File: src/hdl/cabo_pkg.sv
// shared constants and types for the complement and bit operation unit
package cabo_pkg;

  // apb register byte offsets
  localparam logic [7:0] CABO_CMD_OFS = 8'h00;
  localparam logic [7:0] CABO_WORK_OFS = 8'h04;
  localparam logic [7:0] CABO_FLAGS_OFS = 8'h08;
  localparam logic [7:0] CABO_PA_DATA_OFS = 8'h0c;
  localparam logic [7:0] CABO_PA_DIR_OFS = 8'h10;
  localparam logic [7:0] CABO_PB_DATA_OFS = 8'h14;
  localparam logic [7:0] CABO_PB_DIR_OFS = 8'h18;
  localparam logic [7:0] CABO_PA_PIN_OFS = 8'h1c;
  localparam logic [7:0] CABO_PB_PIN_OFS = 8'h20;

  // data memory window: bytes at 0x40 + 4 * index
  localparam logic [1:0] CABO_MEM_WIN = 2'h1;
  localparam int CABO_MEM_WIN_MSB = 7;
  localparam int CABO_MEM_WIN_LSB = 6;
  localparam int CABO_MEM_IDX_MSB = 5;
  localparam int CABO_MEM_IDX_LSB = 2;
  localparam int CABO_MEM_DEPTH = 16;

  // command word field positions; cabo_cmd_t puts the bit index at bit 5, bit 4 is spare
  localparam int CABO_CMD_OP_LSB = 0;
  localparam int CABO_CMD_BIT_LSB = 4;
  localparam int CABO_CMD_ADDR_LSB = 8;

  // reset values and the constant one
  localparam logic [7:0] CABO_BYTE_RST = 8'h00;
  localparam logic [7:0] CABO_ONE = 8'h01;
  localparam logic [7:0] CABO_DIR_RST = 8'h00; // all pins inputs

  // selector value in the command address that picks port b
  localparam logic CABO_IO_PORT_B = 1'b1;

  // operation codes of the command register
  typedef enum logic [3:0] {
    CABO_OP_NONE = 4'h0,
    CABO_OP_INVERT_WORK = 4'h1,
    CABO_OP_INVERT_MEM = 4'h2,
    CABO_OP_NEGATE_WORK = 4'h3,
    CABO_OP_NEGATE_MEM = 4'h4,
    CABO_OP_CLEAR_BIT_OP_IO = 4'h5,
    CABO_OP_RAISE_BIT_OP_IO = 4'h6,
    CABO_OP_SWAP_CARRY_IO = 4'h7,
    CABO_OP_CLEAR_BIT_OP_MEM = 4'h8,
    CABO_OP_RAISE_BIT_OP_MEM = 4'h9,
    CABO_OP_ROTATE_RIGHT_CARRY = 4'ha
  } cabo_op_t;

  // command as written by software, packed in register order
  typedef struct packed {
    logic [3:0] addr;
    logic [2:0] bitIdx;
    logic spare;
    logic [3:0] op;
  } cabo_cmd_t;

  // arithmetic flags, bit 0 is zero
  typedef struct packed {
    logic arithSignErrorFlag;
    logic halfCarryFlag;
    logic carryFlag;
    logic zeroFlag;
  } cabo_flags_t;

  localparam cabo_flags_t CABO_FLAGS_RST = 4'h0;

endpackage

File: src/hdl/cabo_core.sv
// Design decisions made here: the register offsets and the APB slave port.
`timescale 1ns/1ps
// Notes on behaviour
// [RULE1] invert work register, update zero, keep carry, half carry, overflow
// [RULE2] invert memory byte in place, update zero only
// [RULE3] negate work register, update zero, keep other flags
// [RULE4] negate memory byte in place, update zero only
// [RULE5] clear one bit of a port register, others and flags kept
// [RULE6] raise one bit of a port register, others and flags kept
// [RULE7] swap port bit with carry, only carry changes among flags
// [RULE8] output bit: old carry is driven onto that port bit
// [RULE9] input bit: sampled pin level goes into carry
// [RULE10] clear one bit of a memory byte, no flag changes
// [RULE11] raise one bit of a memory byte, no flag changes
// [RULE12] direction bit one makes the pin output, zero makes it input
// [RULE13] rotate right through carry puts carry into bit 7
// [RULE14] three bit index selects bit 0 to 7
// [RULE15] negate is inverse plus one, eight bits, zero gives zero
module cabo_core (
  // clock and reset
  input wire logic clock,
  input wire logic rst,
  // apb slave
  input wire logic psel,
  input wire logic penable,
  input wire logic pwrite,
  input wire logic [7:0] paddr,
  input wire logic [31:0] pwdata,
  output logic [31:0] prdata,
  output logic pready,
  output logic pslverr,
  // port a pins
  input wire logic [7:0] portAIn,
  output logic [7:0] portAData,
  output logic [7:0] portAOe,
  // port b pins
  input wire logic [7:0] portBIn,
  output logic [7:0] portBData,
  output logic [7:0] portBOe
);

  // architectural state
  logic [7:0] workRegister;
  cabo_pkg::cabo_flags_t flags;
  cabo_pkg::cabo_cmd_t lastCmd;
  logic [7:0] dataMem [cabo_pkg::CABO_MEM_DEPTH];

  // filtered pin levels
  logic [7:0] portAPin;
  logic [7:0] portBPin;

  // both ports run through the same three-stage filter
  cabo_pin_sync uSyncA (
    .clock(clock),
    .rst(rst),
    .pinIn(portAIn),
    .pinLevel(portAPin)
  );

  cabo_pin_sync uSyncB (
    .clock(clock),
    .rst(rst),
    .pinIn(portBIn),
    .pinLevel(portBPin)
  );

  // apb phases: one wait state, so pready and prdata come from flops
  wire accessPhase = psel & penable;
  wire accessDone = accessPhase & pready;
  wire takeRead = accessPhase & ~pready;

  // address decode
  wire hitCmd = (paddr == cabo_pkg::CABO_CMD_OFS);
  wire hitWork = (paddr == cabo_pkg::CABO_WORK_OFS);
  wire hitFlags = (paddr == cabo_pkg::CABO_FLAGS_OFS);
  wire hitPaData = (paddr == cabo_pkg::CABO_PA_DATA_OFS);
  wire hitPaDir = (paddr == cabo_pkg::CABO_PA_DIR_OFS);
  wire hitPbData = (paddr == cabo_pkg::CABO_PB_DATA_OFS);
  wire hitPbDir = (paddr == cabo_pkg::CABO_PB_DIR_OFS);
  wire hitPaPin = (paddr == cabo_pkg::CABO_PA_PIN_OFS);
  wire hitPbPin = (paddr == cabo_pkg::CABO_PB_PIN_OFS);
  wire hitMem = (paddr[cabo_pkg::CABO_MEM_WIN_MSB:
                       cabo_pkg::CABO_MEM_WIN_LSB] == cabo_pkg::CABO_MEM_WIN)
                && (paddr[1:0] == 2'h0);
  wire [3:0] memIdx = paddr[cabo_pkg::CABO_MEM_IDX_MSB:
                            cabo_pkg::CABO_MEM_IDX_LSB];
  wire hitWritable = hitCmd | hitWork | hitFlags | hitPaData | hitPaDir |
                     hitPbData | hitPbDir | hitMem;
  wire hitAny = hitWritable | hitPaPin | hitPbPin;
  // pin registers are read only, so writing them is an error too
  wire badAccess = pwrite ? ~hitWritable : ~hitAny;

  // write strobes fire only at the edge that completes the transfer
  wire writeOk = accessDone & pwrite & ~badAccess;
  wire wrCmd = writeOk & hitCmd;
  wire wrWork = writeOk & hitWork;
  wire wrFlags = writeOk & hitFlags;
  wire wrPaData = writeOk & hitPaData;
  wire wrPaDir = writeOk & hitPaDir;
  wire wrPbData = writeOk & hitPbData;
  wire wrPbDir = writeOk & hitPbDir;
  wire wrMem = writeOk & hitMem;

  // read mux, narrow registers sit in the low bits
  wire [31:0] readValue =
    hitCmd ? {20'h00000, lastCmd} :
    hitWork ? {24'h000000, workRegister} :
    hitFlags ? {28'h0000000, flags} :
    hitPaData ? {24'h000000, portAData} :
    hitPaDir ? {24'h000000, portAOe} :
    hitPbData ? {24'h000000, portBData} :
    hitPbDir ? {24'h000000, portBOe} :
    hitPaPin ? {24'h000000, portAPin} :
    hitPbPin ? {24'h000000, portBPin} :
    hitMem ? {24'h000000, dataMem[memIdx]} :
    32'h00000000;

  // command fields are taken straight from the write data
  wire cabo_pkg::cabo_cmd_t cmd = pwdata[11:0];
  wire [3:0] cmdOp = cmd.op;
  // [RULE14] bit index select
  wire [7:0] bitMask = cabo_pkg::CABO_ONE << cmd.bitIdx;

  // addressed memory byte and its complements
  wire [7:0] memByte = dataMem[cmd.addr];
  wire [7:0] memInv = ~memByte;
  // [RULE15] inverse plus one
  wire [7:0] memNeg = memInv + cabo_pkg::CABO_ONE;
  wire [7:0] workInv = ~workRegister;
  wire [7:0] workNeg = workInv + cabo_pkg::CABO_ONE;

  // addressed port: latch, direction and filtered pins
  wire ioIsB = (cmd.addr[0] == cabo_pkg::CABO_IO_PORT_B);
  wire [7:0] ioLatch = ioIsB ? portBData : portAData;
  wire [7:0] ioDir = ioIsB ? portBOe : portAOe;
  wire [7:0] ioPin = ioIsB ? portBPin : portAPin;
  wire ioBitOut = |(ioDir & bitMask);
  wire ioBitLatch = |(ioLatch & bitMask);
  wire ioBitPin = |(ioPin & bitMask);
  // the carry mask picks the old carry for the selected bit only
  wire [7:0] carryMask = flags.carryFlag ? bitMask : 8'h00;

  // execution results
  logic [7:0] next_work;
  logic [7:0] next_io;
  logic [7:0] next_mem;
  logic workUpd;
  logic ioUpd;
  logic memUpd;
  cabo_pkg::cabo_flags_t next_flags;

  // one-cycle execute unit, flags start from their held value
  always_comb begin
    next_work = workRegister;
    next_io = ioLatch;
    next_mem = memByte;
    workUpd = 1'b0;
    ioUpd = 1'b0;
    memUpd = 1'b0;
    next_flags = flags;
    case (cmdOp)
      // [RULE1] invert work register
      cabo_pkg::CABO_OP_INVERT_WORK: begin
        next_work = workInv;
        workUpd = 1'b1;
        next_flags.zeroFlag = (workInv == 8'h00);
      end
      // [RULE2] invert memory byte
      cabo_pkg::CABO_OP_INVERT_MEM: begin
        next_mem = memInv;
        memUpd = 1'b1;
        next_flags.zeroFlag = (memInv == 8'h00);
      end
      // [RULE3] negate work register
      cabo_pkg::CABO_OP_NEGATE_WORK: begin
        next_work = workNeg;
        workUpd = 1'b1;
        next_flags.zeroFlag = (workNeg == 8'h00);
      end
      // [RULE4] negate memory byte
      cabo_pkg::CABO_OP_NEGATE_MEM: begin
        next_mem = memNeg;
        memUpd = 1'b1;
        next_flags.zeroFlag = (memNeg == 8'h00);
      end
      // [RULE5] clear port bit
      cabo_pkg::CABO_OP_CLEAR_BIT_OP_IO: begin
        next_io = ioLatch & ~bitMask;
        ioUpd = 1'b1;
      end
      // [RULE6] raise port bit
      cabo_pkg::CABO_OP_RAISE_BIT_OP_IO: begin
        next_io = ioLatch | bitMask;
        ioUpd = 1'b1;
      end
      // [RULE7] swap with carry
      cabo_pkg::CABO_OP_SWAP_CARRY_IO: begin
        // [RULE8] old carry onto port bit
        next_io = (ioLatch & ~bitMask) | carryMask;
        ioUpd = 1'b1;
        // [RULE9] pin level into carry
        next_flags.carryFlag = ioBitOut ? ioBitLatch : ioBitPin;
      end
      // [RULE10] clear memory bit
      cabo_pkg::CABO_OP_CLEAR_BIT_OP_MEM: begin
        next_mem = memByte & ~bitMask;
        memUpd = 1'b1;
      end
      // [RULE11] raise memory bit
      cabo_pkg::CABO_OP_RAISE_BIT_OP_MEM: begin
        next_mem = memByte | bitMask;
        memUpd = 1'b1;
      end
      // [RULE13] carry into bit 7
      cabo_pkg::CABO_OP_ROTATE_RIGHT_CARRY: begin
        next_work = {flags.carryFlag, workRegister[7:1]};
        workUpd = 1'b1;
        next_flags.carryFlag = workRegister[0];
      end
      // unused codes execute as no operation
      default: begin
        next_work = workRegister;
      end
    endcase
  end

  // gated update strobes for each target
  wire doWork = wrCmd & workUpd;
  wire doMem = wrCmd & memUpd;
  wire doPortA = wrCmd & ioUpd & ~ioIsB;
  wire doPortB = wrCmd & ioUpd & ioIsB;

  // apb handshake and read data
  always_ff @(posedge clock or posedge rst) begin
    if (rst) begin
      pready <= 1'b0;
      pslverr <= 1'b0;
      prdata <= 32'h00000000;
    end else begin
      pready <= takeRead;
      pslverr <= takeRead & badAccess;
      prdata <= (takeRead & ~pwrite & ~badAccess) ? readValue : 32'h00000000;
    end
  end

  // last command, kept for readback
  always_ff @(posedge clock or posedge rst) begin
    if (rst) begin
      lastCmd <= 12'h000;
    end else if (wrCmd) begin
      lastCmd <= cmd;
    end
  end

  // work register: software write or instruction result
  always_ff @(posedge clock or posedge rst) begin
    if (rst) begin
      workRegister <= cabo_pkg::CABO_BYTE_RST;
    end else if (wrWork) begin
      workRegister <= pwdata[7:0];
    end else if (doWork) begin
      workRegister <= next_work;
    end
  end

  // flags: software write or instruction result
  always_ff @(posedge clock or posedge rst) begin
    if (rst) begin
      flags <= cabo_pkg::CABO_FLAGS_RST;
    end else if (wrFlags) begin
      flags <= pwdata[3:0];
    end else if (wrCmd) begin
      flags <= next_flags;
    end
  end

  // port a latch; its flops drive the pins directly
  always_ff @(posedge clock or posedge rst) begin
    if (rst) begin
      portAData <= cabo_pkg::CABO_BYTE_RST;
    end else if (wrPaData) begin
      portAData <= pwdata[7:0];
    end else if (doPortA) begin
      portAData <= next_io;
    end
  end

  // port b latch
  always_ff @(posedge clock or posedge rst) begin
    if (rst) begin
      portBData <= cabo_pkg::CABO_BYTE_RST;
    end else if (wrPbData) begin
      portBData <= pwdata[7:0];
    end else if (doPortB) begin
      portBData <= next_io;
    end
  end

  // [RULE12] direction one means output
  always_ff @(posedge clock or posedge rst) begin
    if (rst) begin
      portAOe <= cabo_pkg::CABO_DIR_RST;
      portBOe <= cabo_pkg::CABO_DIR_RST;
    end else begin
      if (wrPaDir) begin
        portAOe <= pwdata[7:0];
      end
      if (wrPbDir) begin
        portBOe <= pwdata[7:0];
      end
    end
  end

  // data memory; bus and command writes never fall in the same cycle
  always_ff @(posedge clock or posedge rst) begin
    if (rst) begin
      for (int i = 0; i < cabo_pkg::CABO_MEM_DEPTH; i++) begin
        dataMem[i] <= cabo_pkg::CABO_BYTE_RST;
      end
    end else if (wrMem) begin
      dataMem[memIdx] <= pwdata[7:0];
    end else if (doMem) begin
      dataMem[cmd.addr] <= next_mem;
    end
  end

endmodule

File: src/hdl/cabo_pin_sync.sv
`timescale 1ns/1ps
// three-stage pin synchroniser with agreement filter
module cabo_pin_sync (
  // clock and reset
  input wire logic clock,
  input wire logic rst,
  // pins and filtered level
  input wire logic [7:0] pinIn,
  output logic [7:0] pinLevel
);

  logic [7:0] stage1;
  logic [7:0] stage2;
  logic [7:0] stage3;
  logic [7:0] next_pinLevel;

  // a bit takes its new value only once stages two and three agree
  genvar gi;
  generate
    for (gi = 0; gi < 8; gi++) begin : gBit
      assign next_pinLevel[gi] = (stage2[gi] == stage3[gi]) ?
                                 stage3[gi] : pinLevel[gi];
    end
  endgenerate

  // stage1 feeds only stage2, keeping metastability out of the filter
  always_ff @(posedge clock or posedge rst) begin
    if (rst) begin
      stage1 <= 8'h00;
      stage2 <= 8'h00;
      stage3 <= 8'h00;
      pinLevel <= 8'h00;
    end else begin
      stage1 <= pinIn;
      stage2 <= stage1;
      stage3 <= stage2;
      pinLevel <= next_pinLevel;
    end
  end

endmodule

File: config.mk
export PLATFORM = sky130hd
export DESIGN_NAME = cabo_core
export DESIGN_NICKNAME = d
export VERILOG_FILES = /design/src/hdl/cabo_pkg.sv /design/src/hdl/cabo_core.sv /design/src/hdl/cabo_pin_sync.sv
export SDC_FILE = /design/constraint.sdc
export NUM_CORES = 1
export LEC_CHECK = 0
export BUFFER_PORTS_ARGS = -buffer_cell sky130_fd_sc_hd__buf_4
export CORE_MARGIN = 2
export CORE_UTILIZATION = 53
export CTS_CLUSTER_DIAMETER = 200
export DETAILED_ROUTE_END_ITERATION = 8
export PLACE_DENSITY = 0.72
export SLEW_MARGIN = 40
export SYNTH_ARGS = -nofsm -noshare
export SYNTH_HDL_FRONTEND = slang
export SYNTH_SLANG_ARGS = --single-unit
File: constraint.sdc
create_clock -name clock -period 19.5 [get_ports clock]
set_input_delay 0.975 -clock clock [delete_from_list [all_inputs] [get_ports clock]]
set_output_delay 0.975 -clock clock [all_outputs]
set_load 0.005 [all_outputs]
## Word level (Yosys, flattened, before mapping)

Index checks and enable logic that the tools add are counted.

- Input bits: 61
- Register bits after elaboration: 262
- Output and inout bits: 66
- Logic and storage cells: 218

- Multiplexer cells: 47
- Reductions and logical operators: 26
- Equal/unequal tests: 35
- $add $sub $neg: 2
- Order comparisons: 4
- Bitwise operators: 49
- Shifts and indexed selects: 1

Operators with widths:

| operator | count |
|---|---|
| bitwise mux 128 bit | 2 |
| 2-to-1 mux 128 bit | 2 |
| 2-to-1 mux 8 bit | 25 |
| binary-select mux 8 bit (select 4 bit) | 2 |
| demux 8 bit (select 4 bit) | 2 |
| case mux 8 bit (3 select lines) | 2 |
| bitwise AND 8 bit | 5 |
| zero test 8 bit | 5 |
| == test 8 x 5 -> 1 bit (second input constant) | 4 |
| case mux 8 bit (4 select lines) | 1 |
| 2-to-1 mux 12 bit | 2 |
| NOT 8 bit | 3 |
| OR 8 bit | 3 |
| OR reduction 8 bit | 3 |
| bitwise AND 1 bit | 21 |
| adder 8 x 1 -> 8 bit (second input constant) | 2 |
| == test 1 bit | 16 |
| == test 4 x 3 -> 1 bit (second input constant) | 4 |
| == test 8 x 4 -> 1 bit (second input constant) | 2 |
| == test 4 bit (second input constant) | 3 |
| >= comparator 5 bit (second input constant) | 2 |
| less-than comparator 5 x 1 -> 1 bit (second input constant) | 2 |
| NOT 4 -> 5 bit | 2 |
| nonzero test 2 bit | 5 |
| 21 further kinds | 44 |

## Logic depth before layout (Yosys ltp)

Gate-level depths: netlist (run 1).

- Word-level depth: 19
- Depth in mapped cells: 14
- Depth with buffers taken out: 9

## By module

From an unflattened synthesis (run 1), not the netlist that was laid out.

- Cells, all modules: 1424
- Area, all modules: 14823.0 µm²

By module, submodules not included:

| module | sequential area each (µm²) | area an instance (µm²) | instances | cells each |
|---|---|---|---|---|
| cabo_core | 4954.8 | 13033.8 | 1 | 1342 |
| cabo_pin_sync | 800.8 | 894.6 | 2 | 41 |

## Worst setup path after synthesis (run 1)

OpenSTA, ideal clock, no wires.

- Path type: input-to-reg
- Start point: input port pwdata[8]
- End point: register dataMem[38] in the netlist's numbering
- Setup time: 0.127 ns
- Data required time: 19.373 ns
- Data arrival time: 3.393 ns
- Stages on the path: 12
- Setup slack: 15.980 ns
- Path buffers: 4
- Cell sequence: buf_6 buf_6 mux4_1 nand2_1 and4_1 buf_4 ha_1 nand3_1 or3_1 a31oi_2 buf_6 o21ai_1

- Cells in the longest elaborated chain, start to end: 10
- Elaborated cells on any way between the ends: 17
- Those cells by class: add/sub: 1; order compare: 2; mux: 9; bitwise: 4; reduce/logical: 1

Ends and longest elaborated chain:

| item | line | source |
|---|---|---|
| start: declaration | cabo_core.sv:28 | `input wire logic [31:0] pwdata,` |
| NOT 4 -> 5 bit (not written as such) (*) | cabo_core.sv:125, cabo_core.sv:323 |  |
| binary-select mux 8 bit (select 4 bit) | cabo_core.sv:125 | `wire [7:0] memByte = dataMem[cmd.addr];` |
| 2-to-1 mux 8 bit (not written as such) (2 in a row) | cabo_core.sv:125 |  |
| NOT 8 bit | cabo_core.sv:126 | `wire [7:0] memInv = ~memByte;` |
| adder 8 x 1 -> 8 bit | cabo_core.sv:128 | `wire [7:0] memNeg = memInv + cabo_pkg::CABO_ONE;` |
| case mux 8 bit (4 select lines) | cabo_core.sv:161 | `case (cmdOp)` |
| bitwise mux 128 bit (*) | cabo_core.sv:323 | `dataMem[cmd.addr] <= next_mem;` |
| 2-to-1 mux 128 bit (*) | cabo_core.sv:322 | `end else if (doMem) begin` |
| 2-to-1 mux 128 bit (*) | cabo_core.sv:320 | `end else if (wrMem) begin` |
| end signal: indexed assignment | cabo_core.sv:318 | `dataMem[i] <= cabo_pkg::CABO_BYTE_RST;` |
| end signal: indexed assignment | cabo_core.sv:321 | `dataMem[memIdx] <= pwdata[7:0];` |
| end signal: indexed assignment | cabo_core.sv:323 |  |
| end: declaration | cabo_core.sv:46 | `logic [7:0] dataMem [cabo_pkg::CABO_MEM_DEPTH];` |

Every way passes the cells marked *; elsewhere a longest branch is shown, timed or not. The select of a mux whose other input is x is not followed.
A chain may end at the register's enable or synchronous reset.

## Final worst setup path (run 1)

- Start point: input port paddr[2]
- End point: register prdata[6]

- Cells in the longest elaborated chain, start to end: 15
- Elaborated cells on any way between the ends: 38
- Those cells by class: eq/ne: 8; mux: 15; bitwise: 14; reduce/logical: 1

Ends and longest elaborated chain:

| item | line | source |
|---|---|---|
| start: declaration | cabo_core.sv:27 | `input wire logic [7:0] paddr,` |
| NOT 4 -> 5 bit (not written as such), or another cell as far along | cabo_core.sv:115 | `hitMem ? {24'h000000, dataMem[memIdx]} :` |
| binary-select mux 8 bit (select 4 bit) / OR 1 bit (equally long branches) | cabo_core.sv:115, cabo_core.sv:87 |  |
| 2-to-1 mux 8 bit (not written as such) / OR 1 bit (equally long branches) (2 in a row) | cabo_core.sv:115, cabo_core.sv:87 |  |
| 2-to-1 mux 8 bit / OR 1 bit (equally long branches) | cabo_core.sv:115, cabo_core.sv:87 |  |
| 2-to-1 mux 8 bit / OR 1 bit (equally long branches) | cabo_core.sv:114, cabo_core.sv:87 |  |
| 2-to-1 mux 8 bit / OR 1 bit (equally long branches) | cabo_core.sv:113, cabo_core.sv:88 |  |
| 2-to-1 mux 8 bit / OR 1 bit (equally long branches) | cabo_core.sv:112, cabo_core.sv:88 |  |
| 2-to-1 mux 8 bit / OR 1 bit (equally long branches) | cabo_core.sv:111, cabo_core.sv:89 |  |
| 2-to-1 mux 8 bit / OR 1 bit (equally long branches) | cabo_core.sv:110, cabo_core.sv:89 |  |
| 2-to-1 mux 8 bit / NOT 1 bit (equally long branches) | cabo_core.sv:109, cabo_core.sv:91 |  |
| 2-to-1 mux 8 bit / 2-to-1 mux 1 bit (equally long branches) | cabo_core.sv:108, cabo_core.sv:91 |  |
| 2-to-1 mux 8 bit / NOT 1 bit (equally long branches) | cabo_core.sv:107, cabo_core.sv:242 |  |
| 2-to-1 mux 12 bit / bitwise AND 1 bit (equally long branches) | cabo_core.sv:106, cabo_core.sv:242 |  |
| 2-to-1 mux 12 bit (*) | cabo_core.sv:242 | `prdata <= (takeRead & ~pwrite & ~badAccess) ? readValue : 32'h00000000;` |
| end signal: assignment | cabo_core.sv:242 |  |
| end: declaration | cabo_core.sv:29 | `output logic [31:0] prdata,` |

Marked as above.

==> results.json, run 1 <==
{
  "worst_path_most_repeated_cell": "buf_4",
  "start_kind": "input port",
  "postRouteAntennaNets": 0,
  "finalHoldViolations": 0,
  "critPathMaxFanout": 32,
  "avgSynthCellArea_um2": 10.49,
  "slowest_delay_ns": 0.65,
  "synth_cell_type_count": 84,
  "cts_buffers": 29,
  "async_reset_ff_share_pct": 100.0,
  "finClkSkew_ns": 0.02615,
  "clk_pin_slew_ns": 0.07,
  "clk_latency_ns": 0.56,
  "syn_to_final_growth_pct": 12.82,
  "r2r_end": "dataMem[110]$_DFFE_PP0P_",
  "grt_max_degree": 112,
  "whs_endpoint": "uSyncB.stage2[7]$_DFF_PP0_",
  "synth_top_area_cell": "dfrtp_1",
  "synthFlopType": "dfrtp_1",
  "p_leak_nw": 6.999,
  "gp_congestion": 0.9862,
  "final_nets": 1532,
  "rsz0062_at_grt": "no",
  "power_frac_clock_pct": 46.6,
  "worst_pin_slew_ns": 0.9028,
  "avgViaCountPerCell": 7.224,
  "hold_start": "uSyncB.stage1[7]$_DFF_PP0_",
  "period_needed_ns": 4.345,
  "die_height_um": 172.9,
  "pwr-share-comb_pct": 8.8,
  "drc_errors": 0,
  "ff2ff_setup_slack_ns": 15.97,
  "dieArea_um2": 29880,
  "routed_wl_um": 52510,
  "num_antenna_cells": 0,
  "cp_data_arrival_time_ns": 4.77,
  "synth_area_um2": 15110,
  "status": "completed",
  "worstHoldPathType": "flop to flop",
  "layout_common_cells": "dfrtp_1 (262), nand2_1 (148), a22oi_1 (135), o21ai_0 (123), buf_4 (100)",
  "post_cts_buffers": 0,
  "ys_warn_count": 0,
  "syn_inst": 1441,
  "p_sw_share_pct": 25.31,
  "maxCapViolCount": 0,
  "final_common_cell": "dfrtp_1",
  "power_per_cell_area_nw_per_um2": 73.61,
  "reg2reg_depth": 7,
  "cts_tree": "done",
  "peakVddDrop_uv": 90.61,
  "wl_per_cell_um": 28.15,
  "finalCritPeriodShare_pct": 22.28,
  "p_seq_share_pct": 44.6,
  "slew_headroom_pct": 39.59,
  "hold_depth": 0,
  "place.port_buffers": 86,
  "synth_top_cell_area_share_pct": 43.38,
  "drt-initial-drc-count": 2179,
  "p_total_mw": 1.255,
  "start_util_pct": 54.10,
  "die_w_um": 172.9,
  "switchingPower_uw": 317.7,
  "multiInputGateArea_um2": 8162,
  "tns_ns": 0,
  "r2r-start": "dataMem[52]$_DFFE_PP0P_",
  "clock_sinks": 262,
  "cts-root-buf": "clkbuf_16",
  "nFillCells": 2283,
  "crit_path_top_delay_cell": "mux4_2",
  "core_area_um2": 27930,
  "cts_hold_buf": 0,
  "grt_pass1_vias": 12630,
  "register_area_um2": 6556,
  "cp-end-kind": "flop",
  "antenna_found_initial": 0,
  "num_vias": 13470,
  "overflow": 0,
  "p_int_uw": 937.4,
  "grt_pass1_wl_um": 80300,
  "hpwl_um": 34780,
  "ys_ff_latch": 262,
  "setup_viol_count_final": 0,
  "fmax_mhz": 230.1,
  "synth_edf_count": 0,
  "path_class": "input port to flop",
  "slew_viol_final": 0,
  "cp_cell_sequence": "buf_4, buf_4, buf_4, mux4_2, mux4_2, and2_0, o21ai_0, a21oi_1, a2111oi_0, nor4_1",
  "synth_area_leaders": "dfrtp_1 (43%), mux4_2 (8.0%), a22oi_1 (6.7%)",
  "pin_count": 127,
  "drtPass1Iterations": 6,
  "ctsResizeCount": 0,
  "cts-htree-levels": 1,
  "num_rows": 61,
  "drive_gt1_share_pct": 20.91,
  "clockBufferDepth": 3,
  "crit_required_ns": 19.93,
  "grt_usage_pct": 34.83,
  "ys_seq_area_share_pct": 43.38
}
==> worst max path at each step <==
| stage | startpoint | end |
|---|---|---|
| after floorplan | rst | dataMem[0]$_DFFE_PP0P_ |
| after global placement | pwdata[8] | dataMem[86]$_DFFE_PP0P_ |
| after detailed placement | paddr[2] | prdata[6]$_DFF_PP0_ |
| after CTS | paddr[2] | prdata[6]$_DFF_PP0_ |
| after global routing | paddr[2] | prdata[6]$_DFF_PP0_ |
| final | paddr[2] | prdata[6]$_DFF_PP0_ |
==> flip-flops by register name (all words and copies together), names as in the netlist <==
signal           cells
lastCmd             12
uSyncA.pinLevel      8
uSyncA.stage3        8
dataMem            128
portAOe              8
workRegister         8
portBOe              8
uSyncB.stage3        8
prdata              12
pslverr              1
portBData            8
uSyncB.pinLevel      8
uSyncA.stage1        8
uSyncB.stage1        8
uSyncB.stage2        8
pready               1
uSyncA.stage2        8
portAData            8
flags                4
==> metal layers <==
metal / part of all wire (%) / up-vias / GRT usage [%]
met1: 39 / 6662 / 50.58
met3: 13 / 159 / 8.421
met4: 4.1 / 0 / 12.92
met5: 0 / - / 0
met2: 44 / 1065 / 51.02
li1: - / 5587 / -
==> synth_stat cells, drive strengths merged, types with 6 or more instances <==
cell / instances
dfrtp: 262
nand2: 148
o21ai: 139
a22oi: 135
nor2: 90
clkbuf: 74
mux4: 73
buf: 53
mux2: 45
nor3: 45
a21oi: 38
mux2i: 24
nand3: 22
o211ai: 21
a31oi: 18
o22ai: 17
maj3: 16
inv: 14
a221o: 12
nand2b: 12
nand4: 12
o31ai: 11
a211oi: 10
nor2b: 10
and3: 9
or3: 9
a32oi: 8
nand3b: 8
o221ai: 8
a22o: 7
and2: 7
nor4: 7
o31a: 7
o221a: 6
==> critical path, delay by kind of cell <==
kind | cells | cell delay [ns]
AO/OA/AOI/OAI | 3 | 0.96
buffers and inverters | 3 | 1.30
AND/OR/NAND/NOR | 2 | 0.30
multiplexers | 2 | 1.18
==> stage by stage <==
stage	hold WS, ns	utilization (%)	instance area (um^2)	setup WS, ns	instances
6_report	0.3474	61.04	17050	15.15	1865
5_1_grt	0.3456	61.04	17050	15.08	1865
4_1_cts	0.3476	60.94	17020	15.26	1865
3_5_place_dp	0.3347	57.28	16000	14.69	1813
3_3_place_gp	0.3317	56.55	15800	14.46	1813
2_1_floorplan	0.3312	-	15180	11.31	1460
==> power by group through the flow <==
| stage | Combinational [mW] | Sequential, mW | Clock [mW] |
|---|---|---|---|
| finish | 0.111 | 0.560 | 0.584 |
| detailed placement | 0.107 | 0.570 | 0 |
| global route | 0.116 | 0.561 | 0.614 |
| CTS | 0.107 | 0.560 | 0.588 |
| floorplan | 0.0723 | 0.567 | 0 |
| global placement | 0.103 | 0.569 | 0 |
==> final cells by class <==
cell class / instances / area share (%)
Multi-Input combinational cell: 1057 / 47.86
Sequential cell: 262 / 38.45
Clock buffer: 38 / 4.924
Timing Repair Buffer: 102 / 4.535
Tap cell: 378 / 2.774
Clock inverter: 14 / 1.071
Inverter: 14 / 0.3816
==> kinds of logic after synthesis <==
family	count (synthesis)	synth area share (%)
XOR/XNOR	5	0.2898
AO/OA/AOI/OAI	474	21.60
flip-flops	262	43.38
buffers and inverters	141	4.628
other	1	0.02481
multiplexers	142	16.32
AND/OR/NAND/NOR	395	12.29
adder cells (fa/ha/maj)	21	1.474
(Power assumes the default switching activity.)
==> inputs of run 2 (changes only) <==
Clock period 19.5 ns to 4.05 ns, I/O delays scaled along.
==> results.json, run 2 (synthesis results as in run 1) <==
{
  "core_area_um2": 27930,
  "hpwl_um": 36070,
  "slowest_delay_ns": 0.59,
  "critPathMaxFanout": 16,
  "tns_ns": 0,
  "final_common_cell": "dfrtp_1",
  "cts-htree-levels": 1,
  "num_vias": 13550,
  "postRouteAntennaNets": 0,
  "path_class": "flop to flop",
  "die_w_um": 172.9,
  "top_register": "dataMem",
  "syn_to_final_growth_pct": 14.92,
  "num_antenna_cells": 0,
  "largest_reg_flops": 128,
  "drt-initial-drc-count": 1845,
  "peakVddDrop_uv": 341.6,
  "rsz0062_at_grt": "no",
  "cp_cell_sequence": "mux4_1, nand2_1, and4_1, ha_1, nand3_1, or3_1, a31oi_2, buf_4, o21ai_0",
  "grt_pass1_wl_um": 81050,
  "start_util_pct": 54.10,
  "num_rows": 61,
  "grt_max_degree": 123,
  "worstHoldPathType": "input port to flop",
  "drtPass1Iterations": 6,
  "wl_per_cell_um": 27.85,
  "crit_required_ns": 4.48,
  "crit_path_top_delay_cell": "mux4_1",
  "grt_pass1_vias": 12990,
  "post_cts_buffers": 0,
  "setup_viol_count_final": 0,
  "period_needed_ns": 3.224,
  "finalHoldViolations": 0,
  "drc_errors": 0,
  "clockBufferDepth": 3,
  "clock_sinks": 262,
  "dieArea_um2": 29880,
  "cts-root-buf": "clkbuf_16",
  "routed_wl_um": 53660,
  "overflow": 0,
  "final_nets": 1594,
  "pin_count": 127,
  "fmax_mhz": 310.2,
  "cts_tree": "done",
  "top_regs": "dataMem x128, lastCmd x12, prdata x12",
  "slew_viol_final": 0,
  "cts_hold_buf": 17,
  "holdWs_ns": 0.06028,
  "cp_data_arrival_time_ns": 3.65,
  "clk_pin_slew_ns": 0.06,
  "maxCapViolCount": 0,
  "drive_gt1_share_pct": 21.43,
  "cp-end-kind": "flop",
  "finClkSkew_ns": 0.01285,
  "antenna_found_initial": 1,
  "worst_pin_slew_ns": 0.8831,
  "crit_family": "simple AND/OR/NAND/NOR gates",
  "clk_latency_ns": 0.57,
  "place.port_buffers": 86,
  "status": "completed",
  "critPathBufInv": 1,
  "start_kind": "flop",
  "finalCritPeriodShare_pct": 79.60,
  "ctsResizeCount": 0,
  "grt_usage_pct": 35.42,
  "layout_common_cells": "dfrtp_1 (262), nand2_1 (148), buf_4 (145), a22oi_1 (135), o21ai_0 (123)",
  "cts_buffers": 28,
  "avgViaCountPerCell": 7.033,
  "die_height_um": 172.9,
  "power_per_cell_area_nw_per_um2": 343.9,
  "p_leak_nw": 7.250,
  "slew_headroom_pct": 41.00,
  "gp_congestion": 0.9862
}
-- run 2: report_power, final --
part / internal [mW] / switching (mW) / leakage, nW
clock network: 1.61 / 1.11 / 0.481
logic: 0.169 / 0.391 / 3.27
registers: 2.66 / 0.0357 / 3.50
total: 4.44 / 1.54 / 7.25
-- run 2: final timing paths --
path	startpoint	endpoint	slack (ns)	cells after the start
max	dataMem[81]$_DFFE_PP0P_	dataMem[86]$_DFFE_PP0P_	0.83	9
min	penable	pready$_DFF_PP0_	0.06	3
max in group asynchronous	rst	dataMem[55]$_DFFE_PP0P_	3.04	4
max reg2reg	dataMem[81]$_DFFE_PP0P_	dataMem[86]$_DFFE_PP0P_	0.83	9
min reg2reg	uSyncB.stage1[4]$_DFF_PP0_	uSyncB.stage2[4]$_DFF_PP0_	0.35	0
min in group asynchronous	rst	uSyncA.stage3[1]$_DFF_PP0_	0.41	4
-- run 2: layout make-up --
class	instances	area (um^2)
tap	378	473.0
clock inverter	11	141.4
fill	2306	10570
sequential	262	6556
multi-input combinational	1057	8013
inverter	14	56.30
clock buffer	40	827.0
timing repair buffer	165	1301
-- run 2: routing by layer --
layer	global-route usage [%]	part of all wire (%)	wire, um	up-vias
met5	0	0	0	-
met4	15.18	4.7	2514	0
met3	12.18	14	7384	187
met2	51.18	43	23120	964
met1	48.79	38	20640	6691
li1	-	-	-	5711
-- run 2: worst register-to-register path: cells and delay by family (launching register included) --
| kind | cells | cell delay (ns) |
|---|---|---|
| and+or+nand+nor | 4 | 1.21 |
| adders and majority gates | 1 | 0.29 |
| buffers and inverters | 1 | 0.27 |
| muxes | 1 | 0.59 |
| DFF | 1 | 0.39 |
| AOI/OAI and AO/OA | 2 | 0.33 |
-- run 2: through the flow --
step	std cells	util, %	worst slack, ns	power (mW)	instance area [um^2]
3_5_place_dp	1859	58.08	0.5097	3.270	16230
6_report	1927	62.17	0.8261	5.974	17370
4_1_cts	1927	62.16	0.9148	5.962	17360
2_1_floorplan	1460	-	0.3920	3.078	15190
5_1_grt	1927	62.17	0.7486	6.123	17370
3_3_place_gp	1859	57.79	0.5527	3.259	16140
